==> config.mk <==
export PLATFORM = sky130hd
export DESIGN_NAME = lldp_datapath
export DESIGN_NICKNAME = d
export VERILOG_FILES = /design/src/lldp_pkg.sv /design/src/lldp_datapath.sv /design/src/lldp_capture.sv
export VERILOG_INCLUDE_DIRS = /design/src
export SDC_FILE = /design/constraint.sdc
export NUM_CORES = 1
export LEC_CHECK = 0
export BUFFER_PORTS_ARGS = -buffer_cell sky130_fd_sc_hd__buf_2
export CORE_UTILIZATION = 48
export CTS_CLUSTER_SIZE = 8
export DETAILED_ROUTE_END_ITERATION = 6
export PLACE_DENSITY = 0.78
export SLEW_MARGIN = 30
export SYNTH_ARGS = -nofsm -noshare
export SYNTH_HDL_FRONTEND = slang
export SYNTH_SLANG_ARGS = --single-unit
export TNS_END_PERCENT = 5
==> constraint.sdc <==
create_clock -name CLOCK -period 1.5 [get_ports CLOCK]
set_input_delay 0.15 -clock CLOCK [delete_from_list [all_inputs] [get_ports CLOCK]]
set_output_delay 0.15 -clock CLOCK [all_outputs]
set_load 0.005 [all_outputs]
==> src/lldp_regs.svh <==
// lldp_regs.svh: timing and configuration constants for the datapath
// assumes: included by bare name from the package and the lldp_datapath module
`ifndef LLDP_REGS_SVH
`define LLDP_REGS_SVH

`define LLDP_CLK_MHZ_MIN   100
`define LLDP_CLK_MHZ_MAX   400
`define LLDP_CLK_MHZ_DEF   100
`define LLDP_BANK_W        3
`define LLDP_MASK_PER_DEV  2
`define LLDP_CMD_IDLE      3'h7

`endif

==> src/lldp_pkg.sv <==
// lldp_pkg.sv: types for the low latency dram datapath
// assumes: lldp_regs.svh on the include path
package lldp_pkg;
`include "lldp_regs.svh"

    typedef struct packed {
        logic cs_n;
        logic we_n;
        logic ref_n;
    } lldp_cmd_t;

    typedef enum logic [1:0] {
        LLDP_IDLE  = 2'b01,
        LLDP_WRITE = 2'b10
    } lldp_wstate_t;

    // legal strobe group sizes
    function automatic logic lldp_group_ok(input int g);
        return (g == 8) || (g == 9) || (g == 16) || (g == 18);
    endfunction : lldp_group_ok

endpackage : lldp_pkg

==> src/lldp_datapath.sv <==
// lldp_datapath.sv: datapath of a low latency dram controller
// assumes: command logic on CLOCK; memory pins are registered here
//
// Overview of operation
// - read data returned twice memory width
// - write data/mask registers load only when valid
// - data drivers enabled only during write
// - one read valid flag per device
// - zero bus always, one bus optional
// - built for 100 to 400 MHz clock
// - read bits grouped per strobe: 8,9,16,18
// - strobe mode uses return strobe, else ignored
`timescale 1ns/1ns
`include "lldp_regs.svh"
module lldp_datapath
    import lldp_pkg::*;
#(
    parameter int DATA_W   = 18,
    parameter int ADDR_W   = 20,
    parameter int DEVICES  = 1,
    parameter int GROUP    = 9,
    parameter int SPLIT_IO = 0,
    parameter int TWO_CMD  = 0,
    parameter int CLK_MHZ  = `LLDP_CLK_MHZ_DEF,
    parameter int STROBES  = DATA_W / GROUP
)
(
    input  wire logic                             CLOCK,
    input  wire logic                             RSTN,
    input  wire logic                             STROBE_MODE,
    input  wire logic [ADDR_W-1:0]                CTL_ADDR,
    input  wire logic [`LLDP_BANK_W-1:0]          CTL_BANK,
    input  wire logic                             CTL_CS_N,
    input  wire logic                             CTL_WE_N,
    input  wire logic                             CTL_REF_N,
    input  wire logic                             CTL_DOING_WR,
    input  wire logic [2*DATA_W-1:0]              CTL_WDATA,
    input  wire logic                             CTL_WDATA_VALID,
    input  wire logic [`LLDP_MASK_PER_DEV*DEVICES-1:0] CTL_WRITE_MASK,
    output logic      [2*DATA_W-1:0]              CTL_RDATA,
    output logic      [DEVICES-1:0]               CTL_QVLD,
    output logic      [ADDR_W-1:0]                MEM_ADDR_0,
    output logic      [`LLDP_BANK_W-1:0]          MEM_BANK_0,
    output logic                                  MEM_CS_N_0,
    output logic                                  MEM_WE_N_0,
    output logic                                  MEM_REF_N_0,
    output logic      [ADDR_W-1:0]                MEM_ADDR_1,
    output logic      [`LLDP_BANK_W-1:0]          MEM_BANK_1,
    output logic                                  MEM_CS_N_1,
    output logic                                  MEM_WE_N_1,
    output logic                                  MEM_REF_N_1,
    output logic      [DATA_W-1:0]                MEM_DQ_O,
    output logic      [DATA_W-1:0]                MEM_DQ_OE_N,
    input  wire logic [DATA_W-1:0]                MEM_DQ_I,
    output logic      [DATA_W-1:0]                MEM_D,
    output logic                                  MEM_D_OE_N,
    input  wire logic [DATA_W-1:0]                MEM_Q,
    input  wire logic [STROBES-1:0]               MEM_RETURN_STROBE,
    input  wire logic [DEVICES-1:0]               MEM_QVLD,
    output logic      [DEVICES-1:0]               MEM_BYTE_MASK
);
    localparam int DEV_W = DATA_W / DEVICES;

    // ----------------------------------------------------------------
    // build time checks
    // ----------------------------------------------------------------
    initial
    begin
        if (CLK_MHZ < `LLDP_CLK_MHZ_MIN || CLK_MHZ > `LLDP_CLK_MHZ_MAX)
            $error("clock out of range");
        if (!lldp_group_ok(GROUP))
            $error("bad strobe group");
    end

    // ----------------------------------------------------------------
    // command path
    // ----------------------------------------------------------------
    lldp_cmd_t         cmd_q;
    logic [ADDR_W-1:0] addr_q;
    logic [`LLDP_BANK_W-1:0] bank_q;

    always_ff @(posedge CLOCK)
    begin
        if (!RSTN)
        begin
            cmd_q  <= `LLDP_CMD_IDLE;
            addr_q <= '0;
            bank_q <= '0;
        end
        else
        begin
            cmd_q  <= '{CTL_CS_N, CTL_WE_N, CTL_REF_N};
            addr_q <= CTL_ADDR;
            bank_q <= CTL_BANK;
        end
    end

    assign MEM_ADDR_0  = addr_q;
    assign MEM_BANK_0  = bank_q;
    assign MEM_CS_N_0  = cmd_q.cs_n;
    assign MEM_WE_N_0  = cmd_q.we_n;
    assign MEM_REF_N_0 = cmd_q.ref_n;

    // second bus mirrors the first; idle when not configured
    generate
        if (TWO_CMD != 0)
        begin : g_two
            assign MEM_ADDR_1  = addr_q;
            assign MEM_BANK_1  = bank_q;
            assign MEM_CS_N_1  = cmd_q.cs_n;
            assign MEM_WE_N_1  = cmd_q.we_n;
            assign MEM_REF_N_1 = cmd_q.ref_n;
        end
        else
        begin : g_one
            assign MEM_ADDR_1  = '0;
            assign MEM_BANK_1  = '0;
            assign MEM_CS_N_1  = 1'b1;
            assign MEM_WE_N_1  = 1'b1;
            assign MEM_REF_N_1 = 1'b1;
        end
    endgenerate

    // ----------------------------------------------------------------
    // write path
    // ----------------------------------------------------------------
    logic [2*DATA_W-1:0]  wdata_q;
    logic [2*DEVICES-1:0] wmask_q;
    logic                 wr_q;
    logic                 beat_q;

    // data held when valid is low; controller keeps valid aligned
    always_ff @(posedge CLOCK)
    begin
        if (!RSTN)
        begin
            wdata_q <= '0;
            wmask_q <= '0;
        end
        else if (CTL_WDATA_VALID)
        begin
            wdata_q <= CTL_WDATA;
            wmask_q <= CTL_WRITE_MASK;
        end
    end

    always_ff @(posedge CLOCK)
    begin
        if (!RSTN)
        begin
            wr_q   <= 1'b0;
            beat_q <= 1'b0;
        end
        else
        begin
            wr_q   <= CTL_DOING_WR;
            beat_q <= CTL_DOING_WR ? ~beat_q : 1'b0;
        end
    end

    // next register contents, so beat 0 leaves together with the load
    logic [2*DATA_W-1:0]  wdata_d;
    logic [2*DEVICES-1:0] wmask_d;
    assign wdata_d = CTL_WDATA_VALID ? CTL_WDATA : wdata_q;
    assign wmask_d = CTL_WDATA_VALID ? CTL_WRITE_MASK : wmask_q;

    // low half goes out first, high half on the following cycle
    logic [DATA_W-1:0]  wbeat;
    logic [DEVICES-1:0] mbeat;
    always_comb
    begin
        wbeat = beat_q ? wdata_d[2*DATA_W-1:DATA_W] : wdata_d[DATA_W-1:0];
        for (int i = 0; i < DEVICES; i++)
            mbeat[i] = wmask_d[2*i + (beat_q ? 1 : 0)];
    end

    logic [DATA_W-1:0]  dout_q;
    logic [DEVICES-1:0] mout_q;
    always_ff @(posedge CLOCK)
    begin
        if (!RSTN)
        begin
            dout_q <= '0;
            mout_q <= '0;
        end
        else
        begin
            dout_q <= wbeat;
            mout_q <= mbeat;
        end
    end

    assign MEM_BYTE_MASK = mout_q;

    generate
        if (SPLIT_IO != 0)
        begin : g_sio
            assign MEM_D       = dout_q;
            assign MEM_D_OE_N  = ~wr_q;
            assign MEM_DQ_O    = '0;
            assign MEM_DQ_OE_N = '1;
        end
        else
        begin : g_cio
            assign MEM_DQ_O    = dout_q;
            assign MEM_DQ_OE_N = {DATA_W{~wr_q}};
            assign MEM_D       = '0;
            assign MEM_D_OE_N  = 1'b1;
        end
    endgenerate

    // ----------------------------------------------------------------
    // read path
    // ----------------------------------------------------------------
    logic [DATA_W-1:0]  rd_src;
    logic [STROBES-1:0] stb1_q, stb2_q;
    assign rd_src = (SPLIT_IO != 0) ? MEM_Q : MEM_DQ_I;

    always_ff @(posedge CLOCK)
    begin
        stb1_q <= MEM_RETURN_STROBE;
        stb2_q <= stb1_q;
    end

    genvar g;
    generate
        for (g = 0; g < DEVICES; g++)
        begin : g_dev
            lldp_capture #(
                .DEV_W (DEV_W),
                .GROUP (GROUP)
            ) u_cap (
                .clk         (CLOCK),
                .rst_n       (RSTN),
                .strobe_mode (STROBE_MODE),
                .strobe_sync (stb2_q[(g*DEV_W)/GROUP]),
                .pin_data    (rd_src[g*DEV_W +: DEV_W]),
                .pin_valid   (MEM_QVLD[g]),
                .rdata       (CTL_RDATA[2*g*DEV_W +: 2*DEV_W]),
                .rvalid      (CTL_QVLD[g])
            );
        end
    endgenerate

endmodule : lldp_datapath

==> src/lldp_capture.sv <==
// lldp_capture.sv: read capture for one memory device
// assumes: data and valid arrive from pins, async to CLOCK
`timescale 1ns/1ns
module lldp_capture
    import lldp_pkg::*;
#(
    parameter int DEV_W = 18,
    parameter int GROUP = 9
)
(
    input  wire logic               clk,
    input  wire logic               rst_n,
    input  wire logic               strobe_mode,
    input  wire logic               strobe_sync,
    input  wire logic [DEV_W-1:0]   pin_data,
    input  wire logic               pin_valid,
    output logic      [2*DEV_W-1:0] rdata,
    output logic                    rvalid
);
    logic [DEV_W-1:0] d1_q, d2_q, lo_q;
    logic             v1_q, v2_q, half_q, strobe_q;

    // ----------------------------------------------------------------
    // synchronisers
    // ----------------------------------------------------------------
    always_ff @(posedge clk)
    begin
        d1_q <= pin_data;
        d2_q <= d1_q;
        v1_q <= pin_valid;
        v2_q <= v1_q;
    end

    always_ff @(posedge clk)
    begin
        if (!rst_n)
            strobe_q <= 1'b0;
        else
            strobe_q <= strobe_sync;
    end

    // ----------------------------------------------------------------
    // beat pairing
    // ----------------------------------------------------------------
    // capture beat: strobe edge in strobe mode, every valid cycle else
    logic take;
    assign take = v2_q && (strobe_mode ? (strobe_sync != strobe_q)
                                       : 1'b1);

    always_ff @(posedge clk)
    begin
        if (!rst_n)
        begin
            half_q <= 1'b0;
            lo_q   <= '0;
            rdata  <= '0;
            rvalid <= 1'b0;
        end
        else
        begin
            rvalid <= 1'b0;
            if (!v2_q)
                half_q <= 1'b0;
            else if (take)
            begin
                if (!half_q)
                begin
                    lo_q   <= d2_q;
                    half_q <= 1'b1;
                end
                else
                begin
                    rdata  <= {d2_q, lo_q};
                    rvalid <= 1'b1;
                    half_q <= 1'b0;
                end
            end
        end
    end

    initial if (!lldp_group_ok(GROUP)) $error("bad group size");

endmodule : lldp_capture

; Yosys cells after proc, flatten, opt, wreduce, memory -nomap -nowiden
; Index checks and enable logic that the tools add are counted.
[classes]
addsub = 0
multipliers = 0
div_mod_pow = 0
magnitude_cmp = 1
eq_ne = 1
shifts = 0
muxes = 10
bitwise = 3
n_reduce_logical = 6
[ops]
columns = op, count
row1 = 36-bit 2-to-1 mux, 1
row2 = 18-bit 2-to-1 mux, 1
row3 = 3-bit AND reduction, 3
row4 = 1-bit 2-to-1 mux, 7
row5 = 2-bit AND reduction, 2
row6 = 1-bit inverter, 3
row7 = "1-bit by 2-bit less-than comparator with 1-bit output, second input constant", 1
row8 = 2-bit 2-to-1 mux, 1
row9 = 1-bit logical AND, 1
row10 = 1-bit inequality test, 1
[totals]
reg_bits = 182
latchBits = 0
ram_bits = 0
mem_bits_ro = 0
inputBits = 108
out_inout_bits = 145
wordCells = 43
memories = 0

; Logic depth before layout (Yosys ltp)
; Gate-level depths: netlist (run 1).
[logic_depth]
depth_word = 4
ltp_mapped = 5
depth_no_buf = 3

; Modules after synthesis
; A second synthesis (run 1) with hierarchy kept.
[hier_totals]
cells_unflattened = 581
area_unflattened_um2 = 6640.1
[by_module_without_submodules]
columns = mod, instances, cells_each, area_each_um2
row1 = lldp_datapath, 1, 335, 3718.6
row2 = lldp_capture, 1, 246, 2921.6

; Least setup slack after synthesis (run 1)
; No wires, ideal clock.
[synth_timing]
path_kind = reg2reg
startpoint = register g_dev[0].u_cap.strobe_q
endpoint = register g_dev[0].u_cap.rvalid
t_arrival_ns = 1.074
path_slack_ns = 0.311
path_stages_with_launch = 6
path_buffers = 2
path_cell_list = dfxtp_1 xnor2_2 a21oi_2 buf_6 buf_12 and2_1
[synth_via]
elab_chain_cells = 4
[synth_rtl]
columns = item, line_no
row1 = from (decl), lldp_capture.sv:21  ; logic v1_q, v2_q, half_q, strobe_q;
row2 = from (signal assigned), lldp_capture.sv:39  ; strobe_q <= strobe_sync;
row3 = 1-bit inequality test, lldp_capture.sv:47  ; assign take = v2_q && (strobe_mode ? (strobe_sync != strobe_q)
row4 = 1-bit 2-to-1 mux, lldp_capture.sv:47
row5 = 1-bit logical AND, lldp_capture.sv:47
row6 = 3-bit AND reduction (no source line), --
row7 = to (signal assigned), lldp_capture.sv:57  ; rvalid <= 1'b0;
row8 = to (signal assigned), lldp_capture.sv:61  ; rvalid <= 1'b0;
row9 = to (signal assigned), lldp_capture.sv:74  ; rvalid <= 1'b1;
row10 = to (decl), lldp_capture.sv:18  ; output logic rvalid
; No other way between the ends.
; A chain may end at the register's enable or synchronous reset.

; Worst setup path in the final report (run 1)
[layout_timing]
startpoint = register stb2_q[0]
endpoint = register g_dev[0].u_cap.rdata[2]
[layout_via]
elab_chain_cells = 4
[layout_rtl]
columns = item, line_no
row1 = from (decl), lldp_datapath.sv:216  ; logic [STROBES-1:0] stb1_q, stb2_q;
row2 = from (signal assigned), lldp_datapath.sv:222  ; stb2_q <= stb1_q;
row3 = 1-bit inequality test, lldp_capture.sv:47
row4 = 1-bit 2-to-1 mux, lldp_capture.sv:47
row5 = 1-bit logical AND, lldp_capture.sv:47
row6 = 3-bit AND reduction (no source line), --
row7 = to (signal assigned), lldp_capture.sv:73  ; rdata <= {d2_q, lo_q};
row8 = to (decl), lldp_capture.sv:17  ; output logic [2*DEV_W-1:0] rdata,
; No other way between the ends.

==> summary.md, run 1 <==
| Metric | Value |
|---|---|
| Final Critical Period | `1350 ps` |
| Avg WL per Cell | `13.1 um` |
| Worst hold path class | `primary input to flop` |
| Max-cap viol count | `0` |
| WL met3 | `787 um` |
| DR vias | `4141` |
| VDD IR max | `1.10 mV` |
| # DRC | `0` |
| Syn Inst Count | `537` |
| Top delay family on crit path | `flip-flops` |
| CP arrival | `1690 ps` |
| Avg Inst Size Synth | `11.5 um2` |
| Post-CTS Resized | `0` |
| PwrDens | `1310 nW/um2` |
| All-Layer GR Usage | `0.186` |
| CP startpoint kind | `flop` |
| Internal | `0.00825 W` |
| Synth area leaders | `dfxtp_1 (59%), mux2i_1 (15%), buf_4 (7.6%)` |
| First-pass GRT wire length | `18800 um` |
| TritonCTS clock tree | `built` |
| Crit path buf inv count | `1` |
| Slowest CP cell | `dfxtp_1` |
| Asr flop ratio synth | `0` |
| Crit path largest cell delay | `330 ps` |
| Final worst-path cycle share | `0.903` |
| PortBufs | `188` |
| Filler cells | `982` |
| Worst-Skew Late Latency | `420 ps` |
| CP required | `1840 ps` |
| Most common flop cell mapped by yosys | `dfxtp_1` |
| Cell Chain, Critical Path | `xnor2_2, a21oi_4, buf_12, mux2i_1` |
| Clock transition at path regs | `70 ps` |
| Register bit total from synthesis | `182` |
| Clk_skew | `7.97 ps` |
| Antenna-violating nets left | `0` |
| Uppermost routed layer | `met4` |
| M1 WL | `5050 um` |
| Synth cell types | `21` |
| Switch share | `0.220` |
| Final Hold Viols | `0` |
| CTS Buf Count | `17` |
| Unrepaired setup endpoints after global routing | `no` |
| Initial antenna violation count | `0` |
| Remaining Overflow, GRT | `0` |
| Vias in the first global route | `3961` |
| P&R area growth vs syn | `29.9%` |
| Initial DRC count | `120` |
| Setup TNS | `0 ps` |
| F_max | `0.738 GHz` |
| Final GP Congestion | `0.662` |
| Final core utilization | `0.638` |
| Final Setup Violations | `0` |
| Drt via density | `4.42` |
| Die height | `116 um` |
| CTS root buf | `clkbuf_16` |
| CTS H-tree depth | `4` |
| Run status | `complete, no violations` |
| Die W | `116 um` |
| Ports | `253` |
| Initial Util | `0.491` |
| Flop pwr share | `0.488` |
| Antenna diodes | `0` |
| Number of synthesized flops with an enable pin | `0` |
| Drt first pass iters | `4` |
| CP Max Fanout | `37` |
| Max Slew Vio Count | `0` |
| Post-Syn Area | `6200 um2` |
| Fraction of layout cells with a size suffix above 1 | `0.305` |
| Yosys top cell by area | `dfxtp_1` |
| Placeable core area | `12600 um2` |
| Clock tree buffer depth | `2` |
| P_leak | `3.74 nW` |
| Total Wirelength | `12300 um` |
| Synth Warn # | `0` |
| Combinational group share of total power | `0.082` |
| Die area | `13400 um2` |
| Fin Hold WS | `16.9 ps` |
| Met2 routed WL | `6140 um` |
| Nets | `860` |
| Rows | `41` |
| Post-CTS Repair Setup Buffers | `0` |
| Crit path kind | `flop to flop` |
| Top post-synthesis cells by count | `dfxtp_1 (182), mux2i_1 (92), nand2_1 (74), buf_4 (63), nor2b_1 (39)` |
| Yosys top cell area share | `0.588` |
| Tot Pwr | `0.0106 W` |
| Most frequent cell after synthesis | `dfxtp_1` |
| # clock sinks | `182` |
| Switching power | `0.00233 W` |
| Hpwl dp | `7680 um` |
| Largest net degree at the start of global routing | `67` |
| Sequential-to-total area share from yosys stat | `0.588` |
| Clock network power share | `0.430` |
| Crit. End Element | `flop` |
## flip-flops by register name, summed over array words and instances (netlist names), 2 cells and up
register and cells:
g_dev.u_cap.rdata 36, wdata_q 36, MEM_ADDR_0 20, MEM_DQ_O 18
g_dev.u_cap.d1_q 18, g_dev.u_cap.d2_q 18, g_dev.u_cap.lo_q 18, MEM_BANK_0 3
wmask_q 2
## per-stage QoR
step                      std cells  setup slack (ps)  instance area (um2)
final                           937               145                 8050
after global routing            937              28.6                 8050
after CTS                       937               143                 8050
after detailed placement        858               188                 6970
after global placement          858               269                 6970
after floorplan                 580               311                 6360
## worst register-to-register path: stages (launching register included)
cell	delay [ps]
dfxtp_1	330
xnor2_2	190
a21oi_4	190
buf_12	290
mux2i_1	280
## final timing paths
path	startpoint	end	slack (ps)	depth (start not counted)
worst max register to register	stb2_q[0]$_DFF_P_	g_dev[0].u_cap.rdata[2]$_SDFFE_PN0P_	150	4
worst min register to register	g_dev[0].u_cap.d1_q[8]$_DFF_P_	g_dev[0].u_cap.d2_q[8]$_DFF_P_	330	0
worst max-delay path	stb2_q[0]$_DFF_P_	g_dev[0].u_cap.rdata[2]$_SDFFE_PN0P_	150	4
worst min-delay path	CTL_WDATA[24]	wdata_q[24]$_SDFF_PN0_	20	3
## logic make-up (layout without fill, tap and decap cells)
kind of cell	Yosys count	after routing	synth area share
muxes	92	92	0.149
AOI/OAI and AO/OA	23	23	0.0319
xor gates and xnor gates	1	1	0.00263
and+or+nand+nor	145	145	0.116
buffers and inverters	92	277	0.111
other	2	45	0.00121
DFF	182	182	0.588
## layer usage
layer | GRT usage | up-vias
met5 | 0 | -
met4 | 0.0932 | 0
met3 | 0.0612 | 26
met2 | 0.325 | 156
met1 | 0.203 | 1890
li1 | - | 2069
## cells in the final DEF, fill, tap and decap left out, types with 2 or more instances in the layout
master / netlist / final
buf_2: 5 / 187
dfxtp_1: 182 / 182
mux2i_1: 92 / 92
nand2_1: 74 / 74
dlygate4sd3_1: 0 / 47
conb_1: 2 / 45
nor2b_1: 39 / 39
and2_1: 26 / 26
a2bb2oi_1: 19 / 19
clkbuf_16: 0 / 17
buf_4: 63 / 5
buf_12: 3 / 5
nand2b_1: 4 / 4
inv_6: 0 / 4
bufinv_16: 0 / 3
clkinvlp_4: 0 / 3
clkinv_2: 0 / 2
## repair_timing
item                                    in CTS  in global routing
endpoints found under the setup margin       0                  0
hold endpoints to repair                    47                  0
hold buffers                                47                  0
## area by class of cell
class / instances / area, um2 / area share
clock buffer: 19 / 443 / 0.0550
clock inverter: 13 / 169 / 0.0210
inverter: 1 / 3.75 / 0.000466
multi-input combinational: 306 / 2030 / 0.253
sequential: 182 / 3640 / 0.453
tap: 172 / 215 / 0.0267
timing repair buffer: 244 / 1540 / 0.192
## power groups by stage
stage | logic, W | clock network, W | registers (W)
global route | 0.000964 | 0.00483 | 0.00518
global placement | 0.000740 | 0 | 0.00526
detailed placement | 0.000772 | 0 | 0.00527
floorplan | 0.000564 | 0 | 0.00527
CTS | 0.000868 | 0.00465 | 0.00516
finish | 0.000869 | 0.00455 | 0.00516
No activity file was read; power rests on OpenSTA's default activity.
==> inputs of run 2 (changes only) <==
- ABC_AREA: not set -> 1
- CORE_UTILIZATION: 48 -> 45
- PLACE_DENSITY: 0.78 -> 0.74
- SYNTH_HIERARCHICAL: not set -> 1
- clock period: 1.5 -> 1.2 ns (I/O delays scaled with it)
==> run 2 against run 1 <==
- synthesized cell count is 71% higher
- clock-buffer cell count down 1
- largest cell class unchanged
- combinational power increased by 78%
- first-iteration DRC count increased by 110%
- final cell count increased by 49%
- die area grew 21%
- critical path type unchanged
- via count rose by 47%
- core utilization decreased by 2.0 points
- global-route usage grew 2.1 points
==> summary.md, run 2 <==
| Metric | Value |
|---|---|
| DR vias | `6068` |
| Number of synthesized flops with an enable pin | `0` |
| CTS H-tree depth | `4` |
| Antenna diodes | `0` |
| Vias in the first global route | `5590` |
| PwrDens | `1430 nW/um2` |
| Register bit total from synthesis | `182` |
| Initial Util | `0.463` |
| Final Non-Filler Cells | `1394` |
| Post-DP Area | `7910 um2` |
| Slack of the critical path | `52.1 ps` |
| P&R area growth vs syn | `33.3%` |
| CP arrival | `1510 ps` |
| Die W | `127 um` |
| Yosys top cell by area | `dfxtp_1` |
| Rows | `45` |
| Most frequent cell after synthesis | `nand2_1` |
| CTS Buf Count | `17` |
| Clock transition at path regs | `70 ps` |
| PortBufs | `188` |
| Crit. End Element | `flop` |
| Avg Inst Size Synth | `7.72 um2` |
| Synth area leaders | `dfxtp_1 (52%), nand2_1 (13%), inv_1 (8.2%)` |
| Top post-synthesis cells by count | `nand2_1 (252), dfxtp_1 (182), inv_1 (155), nor2_1 (69), buf_4 (64)` |
| Total Wirelength | `16600 um` |
| Synth cell types | `19` |
| Nets | `1279` |
| Worst-Skew Late Latency | `430 ps` |
| Die area | `16200 um2` |
| Syn Inst Count | `916` |
| Clk_skew | `10.0 ps` |
| Final GP Congestion | `0.810` |
| Worst hold path class | `primary input to flop` |
| First-pass GRT wire length | `26400 um` |
| Max-cap viol count | `0` |
| Initial antenna violation count | `0` |
| Most frequent cells in the layout | `nand2_1 (248), buf_2 (187), dfxtp_1 (177), inv_1 (152), dlygate4sd3_1 (85)` |
| Final Critical Period | `1150 ps` |
| Unrepaired setup endpoints after global routing | `yes` |
| Hpwl dp | `10200 um` |
| Remaining Overflow, GRT | `0` |
| Die height | `127 um` |
| F_max | `0.871 GHz` |
| Antenna-violating nets left | `0` |
| Max Slew Vio Count | `0` |
| Most common cell after layout, fill and taps aside | `nand2_1` |
| TritonCTS clock tree | `built` |
| Final worst-path cycle share | `0.957` |
| Placeable core area | `15300 um2` |
| Final instance area | `9430 um2` |
| Fin Hold WS | `27.9 ps` |
| Drt via density | `4.35` |
| Largest net degree at the start of global routing | `40` |
| Setup WS pre-CTS | `6.93 ps` |
| Synth Warn # | `6` |
| Post-CTS Repair Setup Buffers | `0` |
| Most common flop cell mapped by yosys | `dfxtp_1` |
| Filler cells | `1289` |
| Clock tree buffer depth | `2` |
| Avg WL per Cell | `11.9 um` |
| Sequential-to-total area share from yosys stat | `0.515` |
| Fraction of layout cells with a size suffix above 1 | `0.247` |
| Drt first pass iters | `4` |
| All-Layer GR Usage | `0.207` |
| CP startpoint kind | `flop` |
| Asr flop ratio synth | `0` |
| Post-Syn Area | `7070 um2` |
| Yosys top cell area share | `0.515` |
| CP required | `1560 ps` |
| Ports | `253` |
| Crit path kind | `flop to flop` |
| CP Max Fanout | `10` |
| VDD IR max | `1.07 mV` |
| Initial DRC count | `258` |
| P_leak | `4.97 nW` |
| # DRC | `0` |
| Placed Cells | `1277` |
| CTS root buf | `clkbuf_16` |
| Run status | `complete, no violations` |
| # clock sinks | `182` |
| Final Setup Violations | `0` |
| Final Hold Viols | `0` |
[run 2: cell count changes after synthesis, moves of 21 or more]
cell / previous run / this run
nor2b_1: 39 / 0
a21oi_1: 1 / 39
nand4_1: 0 / 54
nor2_1: 0 / 69
and2_1: 26 / 0
nand2_1: 74 / 252
nor2_2: 0 / 24
buf_2: 5 / 26
mux2i_1: 92 / 0
inv_1: 1 / 155
[run 2: cell type report]
type / count / area [um2] / area share
inverters: 157 / 592 / 0.0628
clock inverters: 13 / 135 / 0.0143
repair buffers: 304 / 2120 / 0.224
clock buffers: 18 / 439 / 0.0466
well taps: 211 / 264 / 0.0280
flip-flops and latches: 182 / 3650 / 0.387
multi-input cells: 509 / 2230 / 0.237
[run 2: timing repair]
item                                    CTS  global route
cloned                                    0             1
hold buffers                             85             0
endpoints found under the hold margin    86             0
pin swaps                                 0             1
resized for setup                         1            23
endpoints found under the setup margin   28            74
[run 2: power by group]
part | total, W | leakage [nW] | switching, W | internal (W)
logic | 0.00155 | 3.18 | 0.000826 | 0.000724
clock network | 0.00541 | 0.282 | 0.00244 | 0.00297
registers | 0.00648 | 1.51 | 0.000107 | 0.00637
[run 2: worst paths after layout]
kind / from / endpoint / slack [ps] / cells after the start
worst max-delay path: g_dev[0].u_cap/strobe_q$_SDFF_PN0_ / g_dev[0].u_cap/rdata[34]$_SDFFE_PN0P_ / 50 / 8
worst max register to register: g_dev[0].u_cap/strobe_q$_SDFF_PN0_ / g_dev[0].u_cap/rdata[34]$_SDFFE_PN0P_ / 50 / 8
worst min register to register: g_dev[0].u_cap/d1_q[7]$_DFF_P_ / g_dev[0].u_cap/d2_q[7]$_DFF_P_ / 320 / 0
worst min-delay path: RSTN / MEM_ADDR_0[0]$_SDFF_PN0_ / 30 / 3
[run 2: routing by layer]
metal / routed length [um] / global-route usage
met3: 1050 / 0.0666
met1: 6320 / 0.222
met4: 493 / 0.102
met5: 0 / 0
met2: 8700 / 0.367
[run 2: per-stage QoR]
stage          power, W  setup TNS, ps   util
6_report         0.0134              0  0.618
5_1_grt          0.0141           -532  0.618
4_1_cts          0.0135          -41.8  0.612
3_5_place_dp    0.00788              0  0.518
3_3_place_gp    0.00785              0  0.518
2_1_floorplan   0.00755              0      -
[run 2: cells by family (layout without fill, tap and decap cells)]
family / after synthesis / after routing / synth area share
simple gates: 425 / 425 / 0.260
buf+inv: 268 / 492 / 0.196
flops: 182 / 182 / 0.515
compound gates: 39 / 39 / 0.0276
other cells: 2 / 45 / 0.00106
[run 2: worst max-delay path, stage by stage (launching register included)]
cell	delay (ps)
dfxtp_2	320
inv_1	60
nand2_2	60
nand3_4	130
nand3_4	140
buf_6	180
nand2_1	60
inv_1	40
nor2_2	90
